[src/hdl/indicator_pkg.sv]
package indicator_pkg;

  // ----------------------------------------------------------------
  // timing
  // ----------------------------------------------------------------
  localparam int unsigned CLK_HZ         = 50_000_000;
  localparam int unsigned BASE_TICK_NS   = 62_500_000;
  localparam int unsigned CLK_PERIOD_NS  = 1_000_000_000 / CLK_HZ;
  localparam int unsigned TICK_CYCLES    = BASE_TICK_NS / CLK_PERIOD_NS;
  localparam logic [7:0]  ERR_ON_TICKS   = 8'h04;
  localparam logic [7:0]  ERR_OFF_TICKS  = 8'h04;

  // ----------------------------------------------------------------
  // register map
  // ----------------------------------------------------------------
  localparam logic [31:0] CTRL_INDEX     = 32'h0000_404D;
  localparam logic [31:0] CTRL_ADDR      = CTRL_INDEX << 2;
  localparam logic [31:0] STATUS_ADDR    = 32'h0001_0200;
  localparam logic [15:0] CTRL_RESET     = 16'hC026;
  localparam logic [15:0] CTRL_MASK      = 16'hC33F;
  localparam int          SRC_LSB        = 14;
  localparam int          PAT_LSB        = 8;
  localparam int          CNT_LSB        = 4;
  localparam int          ONT_LSB        = 2;
  localparam int          DUTY_LSB       = 0;
  localparam logic [1:0]  RESP_OKAY      = 2'h0;
  localparam logic [1:0]  RESP_DECERR    = 2'h3;

  typedef enum logic [1:0] {SRC_OFF, SRC_POWER, SRC_CHARGER, SRC_MANUAL} src_e;
  typedef enum logic [1:0] {PAT_OFF, PAT_ON, PAT_PULSE, PAT_BURST} pat_e;
  typedef enum logic [1:0] {PH_ON, PH_OFF, PH_GAP} phase_e;

  typedef struct packed {
    logic [31:0] awaddr;
    logic        awvalid;
    logic [31:0] wdata;
    logic [3:0]  wstrb;
    logic        wvalid;
    logic        bready;
    logic [31:0] araddr;
    logic        arvalid;
    logic        rready;
  } axil_req_s;

  typedef struct packed {
    logic        awready;
    logic        wready;
    logic        bvalid;
    logic [1:0]  bresp;
    logic        arready;
    logic        rvalid;
    logic [31:0] rdata;
    logic [1:0]  rresp;
  } axil_rsp_s;

  typedef struct packed {
    logic [15:0] ctrl;
    logic [21:0] pre;
    phase_e      phase;
    logic [7:0]  cnt;
    logic [2:0]  pulses;
    logic        led;
    logic        aw_held;
    logic [31:0] aw_addr;
    logic        w_held;
    logic [31:0] wdata;
    logic [3:0]  wstrb;
    logic        bvalid;
    logic [1:0]  bresp;
    logic        rvalid;
    logic [31:0] rdata;
    logic [1:0]  rresp;
  } state_s;

  // ----------------------------------------------------------------
  // field decoders
  // ----------------------------------------------------------------
  function automatic logic [7:0] on_ticks(input logic [1:0] code);
    case (code)
      2'h0:    on_ticks = 8'h10;
      2'h1:    on_ticks = 8'h04;
      2'h2:    on_ticks = 8'h02;
      default: on_ticks = 8'h01;
    endcase
  endfunction

  function automatic logic [2:0] off_ratio(input logic [1:0] code);
    case (code)
      2'h0:    off_ratio = 3'h1;
      2'h1:    off_ratio = 3'h2;
      2'h2:    off_ratio = 3'h3;
      default: off_ratio = 3'h7;
    endcase
  endfunction

  function automatic logic [2:0] burst_len(input logic [1:0] code);
    case (code)
      2'h0:    burst_len = 3'h1;
      2'h1:    burst_len = 3'h2;
      2'h2:    burst_len = 3'h4;
      default: burst_len = 3'h7;
    endcase
  endfunction

endpackage

[src/hdl/status_indicator_pattern_gen.sv]
`timescale 1ns/1ps
// Behaviour
// - source selector bits 15:14 picks indicator drive
// - auto-program failure also shown on indicator
// - manual pattern bits 9:8 used in manual source
// - burst emits 1, 2, 4 or 7 pulses
// - pulse on time 1 s, 250, 125, 62.5 ms
// - off time is on time times ratio
module status_indicator_pattern_gen #(
  parameter int unsigned TICK_CYCLES = indicator_pkg::TICK_CYCLES
) (
  input  wire logic                     aclk,
  input  wire logic                     aresetn,
  input  wire indicator_pkg::axil_req_s axi_req,
  output indicator_pkg::axil_rsp_s      axi_rsp,
  input  wire logic                     power_state_pattern,
  input  wire logic                     charger_pattern,
  input  wire logic                     autoprog_error,
  output logic                          indicator_led
);
  import indicator_pkg::*;

  state_s      s_q;
  state_s      s_d;
  logic [1:0]  src_sel;
  logic [1:0]  pat_sel;
  logic [7:0]  eff_on;
  logic [7:0]  eff_off;
  logic        pulsing;
  logic        burst;
  logic        tick;
  logic        restart;
  logic        do_write;
  logic [15:0] wr_val;
  logic        manual_led;

  // ----------------------------------------------------------------
  // field views and effective pattern
  // ----------------------------------------------------------------
  assign src_sel = s_q.ctrl[SRC_LSB+1:SRC_LSB];
  assign pat_sel = s_q.ctrl[PAT_LSB+1:PAT_LSB];

  always_comb begin
    if (autoprog_error) begin
      // error blink overrides every source so it cannot be masked by software
      eff_on  = ERR_ON_TICKS;
      eff_off = ERR_OFF_TICKS;
      pulsing = 1'b1;
      burst   = 1'b0;
    end else begin
      eff_on  = on_ticks(s_q.ctrl[ONT_LSB+1:ONT_LSB]);
      eff_off = 8'(eff_on * off_ratio(s_q.ctrl[DUTY_LSB+1:DUTY_LSB]));
      pulsing = (pat_sel == PAT_PULSE) || (pat_sel == PAT_BURST);
      burst   = (pat_sel == PAT_BURST);
    end
  end

  assign tick = (s_q.pre == 22'(TICK_CYCLES - 1));

  // ----------------------------------------------------------------
  // bus write decode
  // ----------------------------------------------------------------
  assign do_write = s_q.aw_held && s_q.w_held && !s_q.bvalid;
  always_comb begin
    wr_val = s_q.ctrl;
    if (s_q.wstrb[0]) begin
      wr_val[7:0] = s_q.wdata[7:0];
    end
    if (s_q.wstrb[1]) begin
      wr_val[15:8] = s_q.wdata[15:8];
    end
    wr_val = wr_val & CTRL_MASK;
  end

  // a control write restarts the pattern so new timing starts clean
  assign restart = do_write && (s_q.aw_addr == CTRL_ADDR);

  // ----------------------------------------------------------------
  // next state
  // ----------------------------------------------------------------
  always_comb begin
    s_d = s_q;

    // timebase and pattern engine
    s_d.pre = tick ? 22'h0 : s_q.pre + 22'h1;
    if (restart || !pulsing) begin
      s_d.pre    = 22'h0;
      s_d.phase  = PH_ON;
      s_d.cnt    = 8'h0;
      s_d.pulses = 3'h0;
    end else if (tick) begin
      s_d.cnt = s_q.cnt + 8'h1;
      case (s_q.phase)
        PH_ON: begin
          if (s_q.cnt >= eff_on - 8'h1) begin
            s_d.cnt    = 8'h0;
            s_d.pulses = s_q.pulses + 3'h1;
            s_d.phase  = PH_OFF;
          end
        end
        PH_OFF: begin
          if (s_q.cnt >= eff_off - 8'h1) begin
            s_d.cnt = 8'h0;
            if (burst && s_q.pulses >= burst_len(s_q.ctrl[CNT_LSB+1:CNT_LSB])) begin
              s_d.phase = PH_GAP;
            end else begin
              s_d.phase = PH_ON;
            end
          end
        end
        default: begin
          if (s_q.cnt >= eff_off - 8'h1) begin
            s_d.cnt    = 8'h0;
            s_d.pulses = 3'h0;
            s_d.phase  = PH_ON;
          end
        end
      endcase
    end

    // indicator drive
    case (pat_sel)
      PAT_OFF: manual_led = 1'b0;
      PAT_ON:  manual_led = 1'b1;
      default: manual_led = (s_q.phase == PH_ON);
    endcase
    if (autoprog_error) begin
      s_d.led = (s_q.phase == PH_ON);
    end else begin
      case (src_sel)
        SRC_OFF:     s_d.led = 1'b0;
        SRC_POWER:   s_d.led = power_state_pattern;
        SRC_CHARGER: s_d.led = charger_pattern;
        default:     s_d.led = manual_led;
      endcase
    end

    // write channels, taken in either order
    if (axi_req.awvalid && !s_q.aw_held && !s_q.bvalid) begin
      s_d.aw_held = 1'b1;
      s_d.aw_addr = axi_req.awaddr;
    end
    if (axi_req.wvalid && !s_q.w_held && !s_q.bvalid) begin
      s_d.w_held = 1'b1;
      s_d.wdata  = axi_req.wdata;
      s_d.wstrb  = axi_req.wstrb;
    end
    if (do_write) begin
      s_d.aw_held = 1'b0;
      s_d.w_held  = 1'b0;
      s_d.bvalid  = 1'b1;
      if (s_q.aw_addr == CTRL_ADDR) begin
        s_d.ctrl  = wr_val;
        s_d.bresp = RESP_OKAY;
      end else if (s_q.aw_addr == STATUS_ADDR) begin
        s_d.bresp = RESP_OKAY;
      end else begin
        s_d.bresp = RESP_DECERR;
      end
    end
    if (s_q.bvalid && axi_req.bready) begin
      s_d.bvalid = 1'b0;
    end

    // read channel
    if (axi_req.arvalid && !s_q.rvalid) begin
      s_d.rvalid = 1'b1;
      s_d.rresp  = RESP_OKAY;
      if (axi_req.araddr == CTRL_ADDR) begin
        s_d.rdata = {16'h0, s_q.ctrl};
      end else if (axi_req.araddr == STATUS_ADDR) begin
        s_d.rdata = {24'h0, autoprog_error, s_q.pulses, s_q.phase, 1'b0, s_q.led};
      end else begin
        s_d.rdata = 32'h0;
        s_d.rresp = RESP_DECERR;
      end
    end else if (s_q.rvalid && axi_req.rready) begin
      s_d.rvalid = 1'b0;
    end
  end

  // ----------------------------------------------------------------
  // state register
  // ----------------------------------------------------------------
  always_ff @(posedge aclk) begin
    if (!aresetn) begin
      s_q        <= '0;
      s_q.ctrl   <= CTRL_RESET;
      s_q.phase  <= PH_ON;
    end else begin
      s_q <= s_d;
    end
  end

  // ----------------------------------------------------------------
  // outputs
  // ----------------------------------------------------------------
  assign indicator_led       = s_q.led;
  assign axi_rsp.awready     = !s_q.aw_held && !s_q.bvalid;
  assign axi_rsp.wready      = !s_q.w_held && !s_q.bvalid;
  assign axi_rsp.bvalid      = s_q.bvalid;
  assign axi_rsp.bresp       = s_q.bresp;
  assign axi_rsp.arready     = !s_q.rvalid;
  assign axi_rsp.rvalid      = s_q.rvalid;
  assign axi_rsp.rdata       = s_q.rdata;
  assign axi_rsp.rresp       = s_q.rresp;
endmodule

[config.mk]
export PLATFORM = sky130hd
export DESIGN_NAME = status_indicator_pattern_gen
export DESIGN_NICKNAME = d
export VERILOG_FILES = /design/src/hdl/indicator_pkg.sv /design/src/hdl/status_indicator_pattern_gen.sv
export SDC_FILE = /design/constraint.sdc
export NUM_CORES = 1
export LEC_CHECK = 0
export BUFFER_PORTS_ARGS = -buffer_cell sky130_fd_sc_hd__buf_2
export CORE_UTILIZATION = 35
export DETAILED_ROUTE_END_ITERATION = 10
export PLACE_DENSITY = 0.6
export SYNTH_ARGS = -nofsm -noshare
export SYNTH_HDL_FRONTEND = slang
export SYNTH_SLANG_ARGS = --single-unit
[constraint.sdc]
create_clock -name aclk -period 5.5 [get_ports aclk]
set_clock_uncertainty 0.1 [all_clocks]
set_input_delay 1.1 -clock aclk [delete_from_list [all_inputs] [get_ports aclk]]
set_output_delay 1.1 -clock aclk [all_outputs]
set_load 0.01 [all_outputs]
==> results of run 1 <==
power by group:
part / internal (W) / switching (W) / leakage, nW / total [W]
sequential: 0.000809 / 0.0000157 / 0.879 / 0.000824
combinational: 0.0000574 / 0.0000815 / 1.73 / 0.000139
clock: 0.000361 / 0.000314 / 0.150 / 0.000676
state kept, by name, indices dropped and copies added (netlist names):
name,flops
s_q,89
axi_rsp,16
pat_sel,2
indicator_led,1
per-layer routing:
metal / share of wire [%] / up-vias / GRT usage, %
met5: 0 / - / 0
met4: 1.2 / 0 / 3.92
met3: 6.3 / 14 / 5.44
met2: 44 / 117 / 23.8
met1: 48 / 2175 / 18.6
li1: - / 2526 / -
cell usage in the layout (no fill, tap or decap), types with 6 or more instances in the layout:
cell type / Yosys / final
sky130_fd_sc_hd__a21boi_0: 53 / 53
sky130_fd_sc_hd__a21oi_1: 26 / 26
sky130_fd_sc_hd__a31oi_1: 6 / 6
sky130_fd_sc_hd__and3_1: 6 / 6
sky130_fd_sc_hd__buf_2: 2 / 107
sky130_fd_sc_hd__clkbuf_16: 0 / 9
sky130_fd_sc_hd__conb_1: 2 / 22
sky130_fd_sc_hd__dfxtp_1: 108 / 108
sky130_fd_sc_hd__ha_1: 35 / 35
sky130_fd_sc_hd__inv_1: 11 / 11
sky130_fd_sc_hd__mux2i_1: 8 / 8
sky130_fd_sc_hd__nand2_1: 130 / 130
sky130_fd_sc_hd__nand2b_1: 9 / 9
sky130_fd_sc_hd__nand3_1: 30 / 30
sky130_fd_sc_hd__nand4_1: 6 / 6
sky130_fd_sc_hd__nor2_1: 57 / 57
sky130_fd_sc_hd__nor2b_1: 20 / 20
sky130_fd_sc_hd__nor3_1: 17 / 17
sky130_fd_sc_hd__nor4_1: 15 / 15
sky130_fd_sc_hd__o21ai_0: 13 / 13
sky130_fd_sc_hd__xnor2_1: 10 / 10
sky130_fd_sc_hd__xor2_1: 17 / 17
logic make-up (layout without fill, tap and decap cells):
logic type	count (synthesis)	after routing	synth area share, %
and+or+nand+nor	324	324	27.2
DFF	108	108	37.1
xor gates and xnor gates	27	27	4.05
adders and majority gates	37	37	8.19
other	2	22	0.129
buffers and inverters	78	138	7.70
AOI/OAI and AO/OA	123	123	14.3
muxes	8	8	1.37
worst max path at each step:
stage | slack (ns) | from | endpoint
2_1_floorplan | 0.99 | s_q[147]$_SDFFE_PN0P_ | s_q[118]$_SDFFE_PP0P_
3_3_place_gp | 0.60 | s_q[144]$_SDFFE_PN0P_ | s_q[118]$_SDFFE_PP0P_
3_5_place_dp | 0.58 | s_q[144]$_SDFFE_PN0P_ | s_q[119]$_SDFFE_PP0P_
4_1_cts | 0.52 | s_q[144]$_SDFFE_PN0P_ | s_q[119]$_SDFFE_PP0P_
5_1_grt | 0.18 | s_q[144]$_SDFFE_PN0P_ | s_q[118]$_SDFFE_PP0P_
6_report | 0.55 | s_q[144]$_SDFFE_PN0P_ | s_q[119]$_SDFFE_PP0P_
final cells by class:
cell class / instances / area, um2 / area share [%]
Multi-Input combinational cell: 541 / 3300 / 49.6
Sequential cell: 108 / 2160 / 32.5
Timing Repair Buffer: 111 / 566 / 8.51
Tap cell: 216 / 270 / 4.07
Clock buffer: 9 / 225 / 3.39
Clock inverter: 7 / 82.6 / 1.24
Inverter: 11 / 41.3 / 0.621
critical path: stages (launching register included):
cell,delay [ns]
sky130_fd_sc_hd__dfxtp_1,0.49
sky130_fd_sc_hd__nor2b_1,0.37
sky130_fd_sc_hd__nor2_1,0.11
sky130_fd_sc_hd__fa_1,0.44
sky130_fd_sc_hd__ha_1,0.24
sky130_fd_sc_hd__fa_1,0.41
sky130_fd_sc_hd__a21o_1,0.18
sky130_fd_sc_hd__a21oi_1,0.18
sky130_fd_sc_hd__nor3_1,0.07
sky130_fd_sc_hd__a41oi_1,0.24
sky130_fd_sc_hd__nand3b_1,0.13
sky130_fd_sc_hd__xnor2_1,0.14
sky130_fd_sc_hd__ha_1,0.29
sky130_fd_sc_hd__and2_1,0.15
sky130_fd_sc_hd__a221oi_1,0.24
sky130_fd_sc_hd__o21ai_1,0.21
sky130_fd_sc_hd__o22ai_1,0.28
sky130_fd_sc_hd__or4b_1,0.46
sky130_fd_sc_hd__a21oi_1,0.14
stage by stage:
| step | instance area (um2) | total power (W) | util [%] |
|---|---|---|---|
| 6_report | 6650 | 0.00164 | 41.4 |
| 5_1_grt | 6650 | 0.00172 | 41.4 |
| 4_1_cts | 6650 | 0.00167 | 41.4 |
| 3_5_place_dp | 6340 | 0.000984 | 39.5 |
| 3_3_place_gp | 6340 | 0.000983 | 39.5 |
| 2_1_floorplan | 5910 | 0.000943 | - |
==> results.txt, run 1 <==
initial antenna violation count = 0
initial drt markers = 224
number of clock sinks = 108
ant diodes = 0
number of fill cells = 1665
Ports = 152
unrepaired setup endpoints after global routing = false
DP Cell Count = 987
synthesized area = 5830 um2
hold worst-path end = s_q[122]$_SDFF_PP0_
Commonest cells post-synth = sky130_fd_sc_hd__nand2_1 (130), sky130_fd_sc_hd__dfxtp_1 (108), sky130_fd_sc_hd__nor2_1 (57)
area growth from synthesis to layout = 13.9%
layout net count = 929
Post-CTS Resized = 0
required time reported for the critical path endpoint = 5.69 ns
depth of the CTS H-tree = 3
fin. max-slew vios = 0
Setup crit end kind = register
top post-synthesis cells by area = sky130_fd_sc_hd__dfxtp_1 (37%), sky130_fd_sc_hd__nand2_1 (8.4%), sky130_fd_sc_hd__ha_1 (7.5%)
mean post-synth cell area = 8.25 um2
Synth Flop Type = sky130_fd_sc_hd__dfxtp_1
number of vias per cell = 4.82
flip-flop and latch count after synthesis = 108
top fanout value on the critical path = 7
total congestion overflow after global routing = 0
Setup violations, final = 0
share of the yosys chip area belonging to registers = 37.1%
Worst setup SP type = register
Clk Latency, worst-skew pair = 0.36 ns
final antenna-violating net count = 0
count of flip-flops with a built-in enable after synthesis = 0
area of the die = 17200 um2
total global routing track utilization = 14.8%
hold-fix buffers at CTS = 0
share of layout cells above drive strength 1 = 17.5%
worst setup margin = 0.551 ns
Async SR Flop Fraction = 0%
total clock buffers created by CTS = 9
post-CTS setup repair buffer count = 0
worst-margin pin slew = 1.11 ns
hold slack final = 0.348 ns
via count of the first global-routing pass = 4448
Std-Cell Core Area = 16100 um2
first-pass GRT wire length = 21000 um
GPL Wtd Cong = 0.789
routed wire length per instance = 12.1 um
total number of vias = 4832
r2r endpoint = s_q[119]$_SDFFE_PP0P_
non-filler cells in the finished layout = 1003
top-area cell type share of the netlist area = 37.1%
Yosys warnings = 0
horizontal extent of the die = 131 um
standard-cell row count = 46
largest net degree at the start of global routing = 74
number of distinct standard cells referenced by the synthesized netlist = 51
DRT Pass-1 Iters = 4
worst hold start = s_q[122]$_SDFF_PP0_
worst max-slew margin expressed relative to the limit = 25.0%
most frequent cell after synthesis = sky130_fd_sc_hd__nand2_1
Max Cap Violations = 0
clock tree from TritonCTS = done
data arrival at the endpoint of the critical path = 5.14 ns
Total Neg Setup Slack = 0 ns
Tightest Hold Check Type = register to register
number of failing hold endpoints at the final stage = 0
Initial Util = 36.3%
Worst R2R Path Depth = 18
Detailed Route WL = 12200 um
ratio of total power to cell area = 247 nW/um2
portion of the clock cycle consumed by the worst path in the final layout = 90.0%
cell chosen for the clock root = sky130_fd_sc_hd__clkbuf_16
run status = finished clean
setup slack at placement = 0.576 ns
Mapped Cells = 707
critical path class = register to register
Peak VDD IR = 0.000204 V
y dimension of the die = 131 um
post-DP HPWL = 8900 um
Highest Clock Rate = 202 MHz
cell type with the highest aggregate area in the netlist = sky130_fd_sc_hd__dfxtp_1
Min Clock Period, post-route = 4.95 ns
standby leakage power = 2.76 nW
number of port buffers = 107
startpoint of the lowest-slack register-to-register path = s_q[144]$_SDFFE_PN0P_
clock transition time at the flip-flop clock pins of the worst setup and hold paths = 0.07 ns
largest buffer count on any clock path = 2
DRC violations left = 0
worst-case register-to-register setup slack = 0.55 ns
WHS Path Cells = 1
Power figures use the tool's default switching activity.
==> inputs of run 2 (changes only) <==
==> constraint.sdc (replaced) <==
create_clock -name aclk -period 5.5 [get_ports aclk]
set_clock_uncertainty 0.1 [all_clocks]
set_input_delay 0 -clock aclk [delete_from_list [all_inputs] [get_ports aclk]]
set_output_delay 0 -clock aclk [all_outputs]
set_load 0.01 [all_outputs]
==> run 2 against run 1 <==
  * Largest cell class unchanged
  * Utilization is 3.0 points higher
  * The flow now finishes with violations (negative hold slack)
  * Total power hardly changed
  * Fmax is 2.0% lower
  * Register-to-register slack worse by 0.10 ns
  * First-iteration DRC count is 1.8% lower
  * Sequential share of layout area is 2.2 points lower
  * Final cell count is 4.8% higher
  * Clock power is 4.1% lower
  * Sequential power hardly changed
  * Die area stayed put
  * Sequential cell count stayed put
==> results.txt, run 2 (same netlist as run 1, synthesis figures left out) <==
Reg with most FFs = s_q
Min Clock Period, post-route = 5.05 ns
ratio of total power to cell area = 230 nW/um2
Initial Util = 36.3%
layout net count = 977
DRT Pass-1 Iters = 4
first-pass GRT wire length = 22400 um
total congestion overflow after global routing = 0
clock transition time at the flip-flop clock pins of the worst setup and hold paths = 0.07 ns
Setup crit end kind = register
number of buffer and inverter stages on the critical path = 0
standby leakage power = 2.95 nW
number of vias per cell = 4.76
required time reported for the critical path endpoint = 5.69 ns
number of flip-flops under the largest register name = 89
area growth from synthesis to layout = 22.1%
total clock buffers created by CTS = 9
via count of the first global-routing pass = 4797
final antenna-violating net count = 0
data arrival at the endpoint of the critical path = 5.24 ns
Std-Cell Core Area = 16100 um2
horizontal extent of the die = 131 um
area of the die = 17200 um2
GPL Wtd Cong = 0.766
Setup violations, final = 0
y dimension of the die = 131 um
Highest Clock Rate = 198 MHz
share of layout cells above drive strength 1 = 16.5%
number of port buffers = 107
unrepaired setup endpoints after global routing = false
Crit-path slowest cell = sky130_fd_sc_hd__or4b_1
Total Neg Setup Slack = 0 ns
number of fill cells = 1600
Detailed Route WL = 12900 um
hold slack final = -0.00316 ns
cell chosen for the clock root = sky130_fd_sc_hd__clkbuf_16
worst max-slew margin expressed relative to the limit = 25.1%
DRC violations left = 0
initial antenna violation count = 0
depth of the CTS H-tree = 3
total number of vias = 5003
number of failing hold endpoints at the final stage = 1
Clk Latency, worst-skew pair = 0.36 ns
standard-cell row count = 46
Ports = 152
critical path class = register to register
largest net degree at the start of global routing = 74
total global routing track utilization = 15.7%
worst-margin pin slew = 1.12 ns
Worst setup SP type = register
post-CTS setup repair buffer count = 0
largest incremental delay on the critical path = 0.47 ns
ant diodes = 0
Tightest Hold Check Type = input pin to register
top library cells by usage in the layout, fill and taps aside = sky130_fd_sc_hd__nand2_1 (130), sky130_fd_sc_hd__dfxtp_1 (108), sky130_fd_sc_hd__buf_2 (107), sky130_fd_sc_hd__nor2_1 (57), sky130_fd_sc_hd__a21boi_0 (53)
Peak VDD IR = 0.000224 V
run status = finished, violations left
list of cells traversed by the critical path = nor2b_1, nor2_1, fa_1, ha_1, fa_1, a21o_1, a21oi_1, nor3_1, a41oi_1, nand3b_1, xnor2_1, ha_1, and2_1, a221oi_1, o21ai_1, o22ai_2, or4b_1, a21oi_1
clock tree from TritonCTS = done
cell class contributing the biggest share of worst-path delay = compound AO/OA/AOI/OAI gates
number of clock sinks = 108
Final Total Pwr = 0.00164 W
most common cell after layout, fill and taps aside = sky130_fd_sc_hd__nand2_1
violations in the final reports = negative hold slack
portion of the clock cycle consumed by the worst path in the final layout = 91.8%
Max Cap Violations = 0
largest buffer count on any clock path = 2
post-DP HPWL = 9020 um
initial drt markers = 220
fin. max-slew vios = 0
routed wire length per instance = 12.3 um
top fanout value on the critical path = 7
-- run 2: cell types whose count changed in the layout (fill, tap and decap cells not counted) --
| cell | delta |
|---|---|
| sky130_fd_sc_hd__clkinv_8 | +1 |
| sky130_fd_sc_hd__clkinvlp_4 | +2 |
| sky130_fd_sc_hd__dlygate4sd3_1 | +49 |
| sky130_fd_sc_hd__o22ai_1 | -1 |
| sky130_fd_sc_hd__clkinv_2 | -1 |
| sky130_fd_sc_hd__inv_8 | -1 |
| sky130_fd_sc_hd__clkinv_4 | -1 |
| sky130_fd_sc_hd__buf_4 | -1 |
| sky130_fd_sc_hd__o22ai_2 | +1 |
| sky130_fd_sc_hd__clkbuf_8 | +1 |
| sky130_fd_sc_hd__bufinv_16 | -1 |
-- run 2: worst reg2reg max path, delay by kind of cell, from the launching register on --
| kind | cells | cell delay, ns |
|---|---|---|
| and+or+nand+nor | 6 | 1.29 |
| AOI/OAI and AO/OA | 7 | 1.62 |
| DFF | 1 | 0.44 |
| adders and majority gates | 4 | 1.39 |
| xor gates and xnor gates | 1 | 0.15 |
-- run 2: through the flow --
stage	util, %	instances	area (um2)	hold WS, ns	setup WS, ns
detailed placement	39.4	986	6330	0.158	0.363
finish	44.4	1051	7120	-0.00316	0.450
floorplan	-	727	5910	0.0378	0.995
global placement	39.4	986	6330	0.151	0.445
CTS	44.3	1051	7120	0.0104	0.330
global route	44.4	1051	7120	0.0579	0.0302
-- run 2: what timing repair did --
item	4_1_cts	5_1_grt
endpoints found under the hold margin	48	0
hold buffers	49	0
resized for setup	0	1
setup endpoints to repair	0	2
-- run 2: final cells by class --
class | instances | area (um2) | share of cell area (%)
sequential | 108 | 2160 | 30.3
clock inverter | 6 | 58.8 | 0.825
timing repair buffer | 159 | 1050 | 14.7
inverter | 11 | 41.3 | 0.580
multi-input combinational | 541 | 3300 | 46.4
tap | 216 | 270 | 3.79
clock buffer | 10 | 239 | 3.35
-- run 2: path summary, 6_finish.rpt --
| kind | startpoint | to | slack [ns] | depth (start not counted) |
|---|---|---|---|---|
| max reg2reg | s_q[144]$_SDFFE_PN0P_ | s_q[119]$_SDFFE_PP0P_ | 0.45 | 18 |
| max | s_q[144]$_SDFFE_PN0P_ | s_q[119]$_SDFFE_PP0P_ | 0.45 | 18 |
| min reg2reg | s_q[122]$_SDFF_PP0_ | s_q[122]$_SDFF_PP0_ | 0.35 | 1 |
| min | power_state_pattern | indicator_led$_SDFF_PN0_ | -0.003 | 4 |
-- run 2: per-layer routing --
layer / GRT usage [%] / routed length [um] / vias up / share of wire (%)
li1: - / - / 2621 / -
met1: 19.7 / 6250 / 2255 / 48
met2: 26.0 / 5890 / 117 / 46
met3: 4.13 / 675 / 10 / 5.2
met4: 4.84 / 128 / 0 / 0.99
met5: 0 / 0 / - / 0
-- run 2: power by group --
| part | switching (W) | total (W) | leakage [nW] | internal, W |
|---|---|---|---|---|
| sequential | 0.0000169 | 0.000826 | 0.879 | 0.000809 |
| combinational | 0.0000871 | 0.000167 | 1.93 | 0.0000802 |
| clock | 0.000319 | 0.000648 | 0.136 | 0.000329 |
| total | 0.000423 | 0.00164 | 2.95 | 0.00122 |
==> inputs of run 3 (changes only) <==
Settings changed: BUFFER_PORTS_ARGS -buffer_cell sky130_fd_sc_hd__buf_2 to not set, DONT_BUFFER_PORTS set to 1, PLACE_DENSITY 0.6 to 0.52, SETUP_SLACK_MARGIN set to 0.05.
==> run 3 against run 2 <==
  * The run now ends clean
  * Via count down 5.4%
  * Clock power fell by 3.1%
  * Total power down 3.1%
  * Global-route usage decreased by 0.28 points
  * Worst setup slack better by 0.044 ns
  * Sequential power hardly changed
  * Sequential cell count is the same
  * Utilization decreased by 3.2 points
  * Final cell count is 10% lower
  * Critical path type unchanged
  * Critical endpoint is now s_q[118]$_SDFFE_PP0P_
  * Largest power group unchanged
==> results.txt, run 3 (same netlist as run 1, synthesis figures left out) <==
via count of the first global-routing pass = 4622
total cell area at the placement stage = 5790 um2
largest net degree at the start of global routing = 73
end-of-flow core utilization = 41.2%
Detailed Route WL = 12800 um
largest incremental delay on the critical path = 0.47 ns
Min Clock Period, post-route = 5.01 ns
most common cell after layout, fill and taps aside = sky130_fd_sc_hd__nand2_1
routed metal-1 wirelength = 5770 um
number of port buffers = 0
number of flip-flops under the largest register name = 89
met2 routed wirelength = 6130 um
total clock buffers created by CTS = 9
Initial Util = 36.3%
list of cells traversed by the critical path = nor2b_1, nor2_1, fa_1, ha_1, fa_1, a21o_1, a21oi_1, nor3_1, a41oi_1, nand3b_1, xnor2_1, ha_1, and2_1, a221oi_1, o21ai_1, o22ai_1, or4b_1, a21oi_1
DRT Pass-1 Iters = 4
top fanout value on the critical path = 7
ratio of total power to cell area = 240 nW/um2
unrepaired setup endpoints after global routing = false
required time reported for the critical path endpoint = 5.68 ns
worst-margin pin slew = 1.03 ns
Crit-path slowest cell = sky130_fd_sc_hd__dfxtp_1
clock transition time at the flip-flop clock pins of the worst setup and hold paths = 0.07 ns
uppermost routed layer = met4
total global routing track utilization = 15.4%
Worst setup SP type = register
cell chosen for the clock root = sky130_fd_sc_hd__clkbuf_16
Clk Latency, worst-skew pair = 0.35 ns
y dimension of the die = 131 um
initial antenna violation count = 0
number of clock sinks = 108
routed wire length per instance = 13.5 um
total congestion overflow after global routing = 0
number of buffer and inverter stages on the critical path = 0
ant diodes = 0
share of layout cells above drive strength 1 = 3.97%
fin. max-slew vios = 0
total number of vias = 4733
area of the die = 17200 um2
Ports = 152
post-DP HPWL = 9060 um
layout net count = 872
critical path class = register to register
top library cells by usage in the layout, fill and taps aside = sky130_fd_sc_hd__nand2_1 (130), sky130_fd_sc_hd__dfxtp_1 (108), sky130_fd_sc_hd__nor2_1 (57), sky130_fd_sc_hd__a21boi_0 (53), sky130_fd_sc_hd__dlygate4sd3_1 (51)
clock tree from TritonCTS = done
Std-Cell Core Area = 16100 um2
Peak VDD IR = 0.000212 V
run status = finished clean
initial drt markers = 185
post-CTS setup repair buffer count = 0
largest buffer count on any clock path = 2
worst max-slew margin expressed relative to the limit = 31.1%
Post-CTS Resized = 0
standard-cell row count = 46
number of failing hold endpoints at the final stage = 0
Highest Clock Rate = 200 MHz
Total Neg Setup Slack = 0 ns
depth of the CTS H-tree = 3
cell class contributing the biggest share of worst-path delay = compound AO/OA/AOI/OAI gates
GPL Wtd Cong = 0.781
data arrival at the endpoint of the critical path = 5.19 ns
hold-fix buffers at CTS = 52
Reg with most FFs = s_q
design area = 6610 um2
area growth from synthesis to layout = 13.3%
Setup violations, final = 0
Met3 Routed Length = 747 um
standby leakage power = 2.51 nW
portion of the clock cycle consumed by the worst path in the final layout = 91.0%
DRC violations left = 0
Tightest Hold Check Type = input pin to register
final antenna-violating net count = 0
first-pass GRT wire length = 21600 um
horizontal extent of the die = 131 um
Max Cap Violations = 0
Setup crit end kind = register
number of vias per cell = 5.00
==> run 3: per-layer routing <==
| layer | up-vias | track usage, % |
|---|---|---|
| li1 | 2411 | - |
| met1 | 2178 | 18.7 |
| met2 | 131 | 26.3 |
| met3 | 13 | 5.02 |
| met4 | 0 | 3.40 |
| met5 | - | 0 |
==> run 3: report_power, final <==
| group | total [W] | internal, W | switching [W] |
|---|---|---|---|
| registers | 0.000827 | 0.000809 | 0.0000188 |
| clock network | 0.000628 | 0.000316 | 0.000312 |
| logic | 0.000133 | 0.0000579 | 0.0000754 |
==> run 3: final timing paths <==
| path | from | end | slack, ns | cells after the start |
|---|---|---|---|---|
| max | s_q[144]$_SDFFE_PN0P_ | s_q[118]$_SDFFE_PP0P_ | 0.49 | 18 |
| min | axi_req[1] | axi_rsp[11]$_SDFFE_PN0P_ | 0.02 | 3 |
| max reg2reg | s_q[144]$_SDFFE_PN0P_ | s_q[118]$_SDFFE_PP0P_ | 0.49 | 18 |
| min reg2reg | s_q[122]$_SDFF_PP0_ | s_q[122]$_SDFF_PP0_ | 0.36 | 1 |
==> run 3: worst reg2reg max path: cells and delay by family, from the launching register on <==
kind / cells / cell delay [ns]
AND/OR/NAND/NOR: 6 / 1.26
XOR/XNOR: 1 / 0.14
AO/OA/AOI/OAI: 7 / 1.58
adder cells (fa/ha/maj): 4 / 1.39
flip-flops: 1 / 0.47
==> run 3: through the flow <==
step | power (W) | std cells | hold slack, ns | worst slack (ns)
2_1_floorplan | 0.000943 | 727 | 0.0378 | 0.995
3_5_place_dp | 0.000941 | 878 | -0.00470 | 0.515
4_1_cts | 0.00161 | 946 | 0.00690 | 0.479
6_report | 0.00159 | 946 | 0.0210 | 0.494
3_3_place_gp | 0.000937 | 878 | -0.00837 | 0.631
5_1_grt | 0.00167 | 946 | 0.0369 | 0.0553
==> run 3: cell type report <==
class | count | area, um2
Clock buffer | 10 | 229
Clock inverter | 6 | 55.1
Fill cell | 1603 | 9450
Inverter | 11 | 41.3
Multi-Input combinational cell | 541 | 3300
Sequential cell | 108 | 2160
Tap cell | 216 | 270
Timing Repair Buffer | 54 | 553
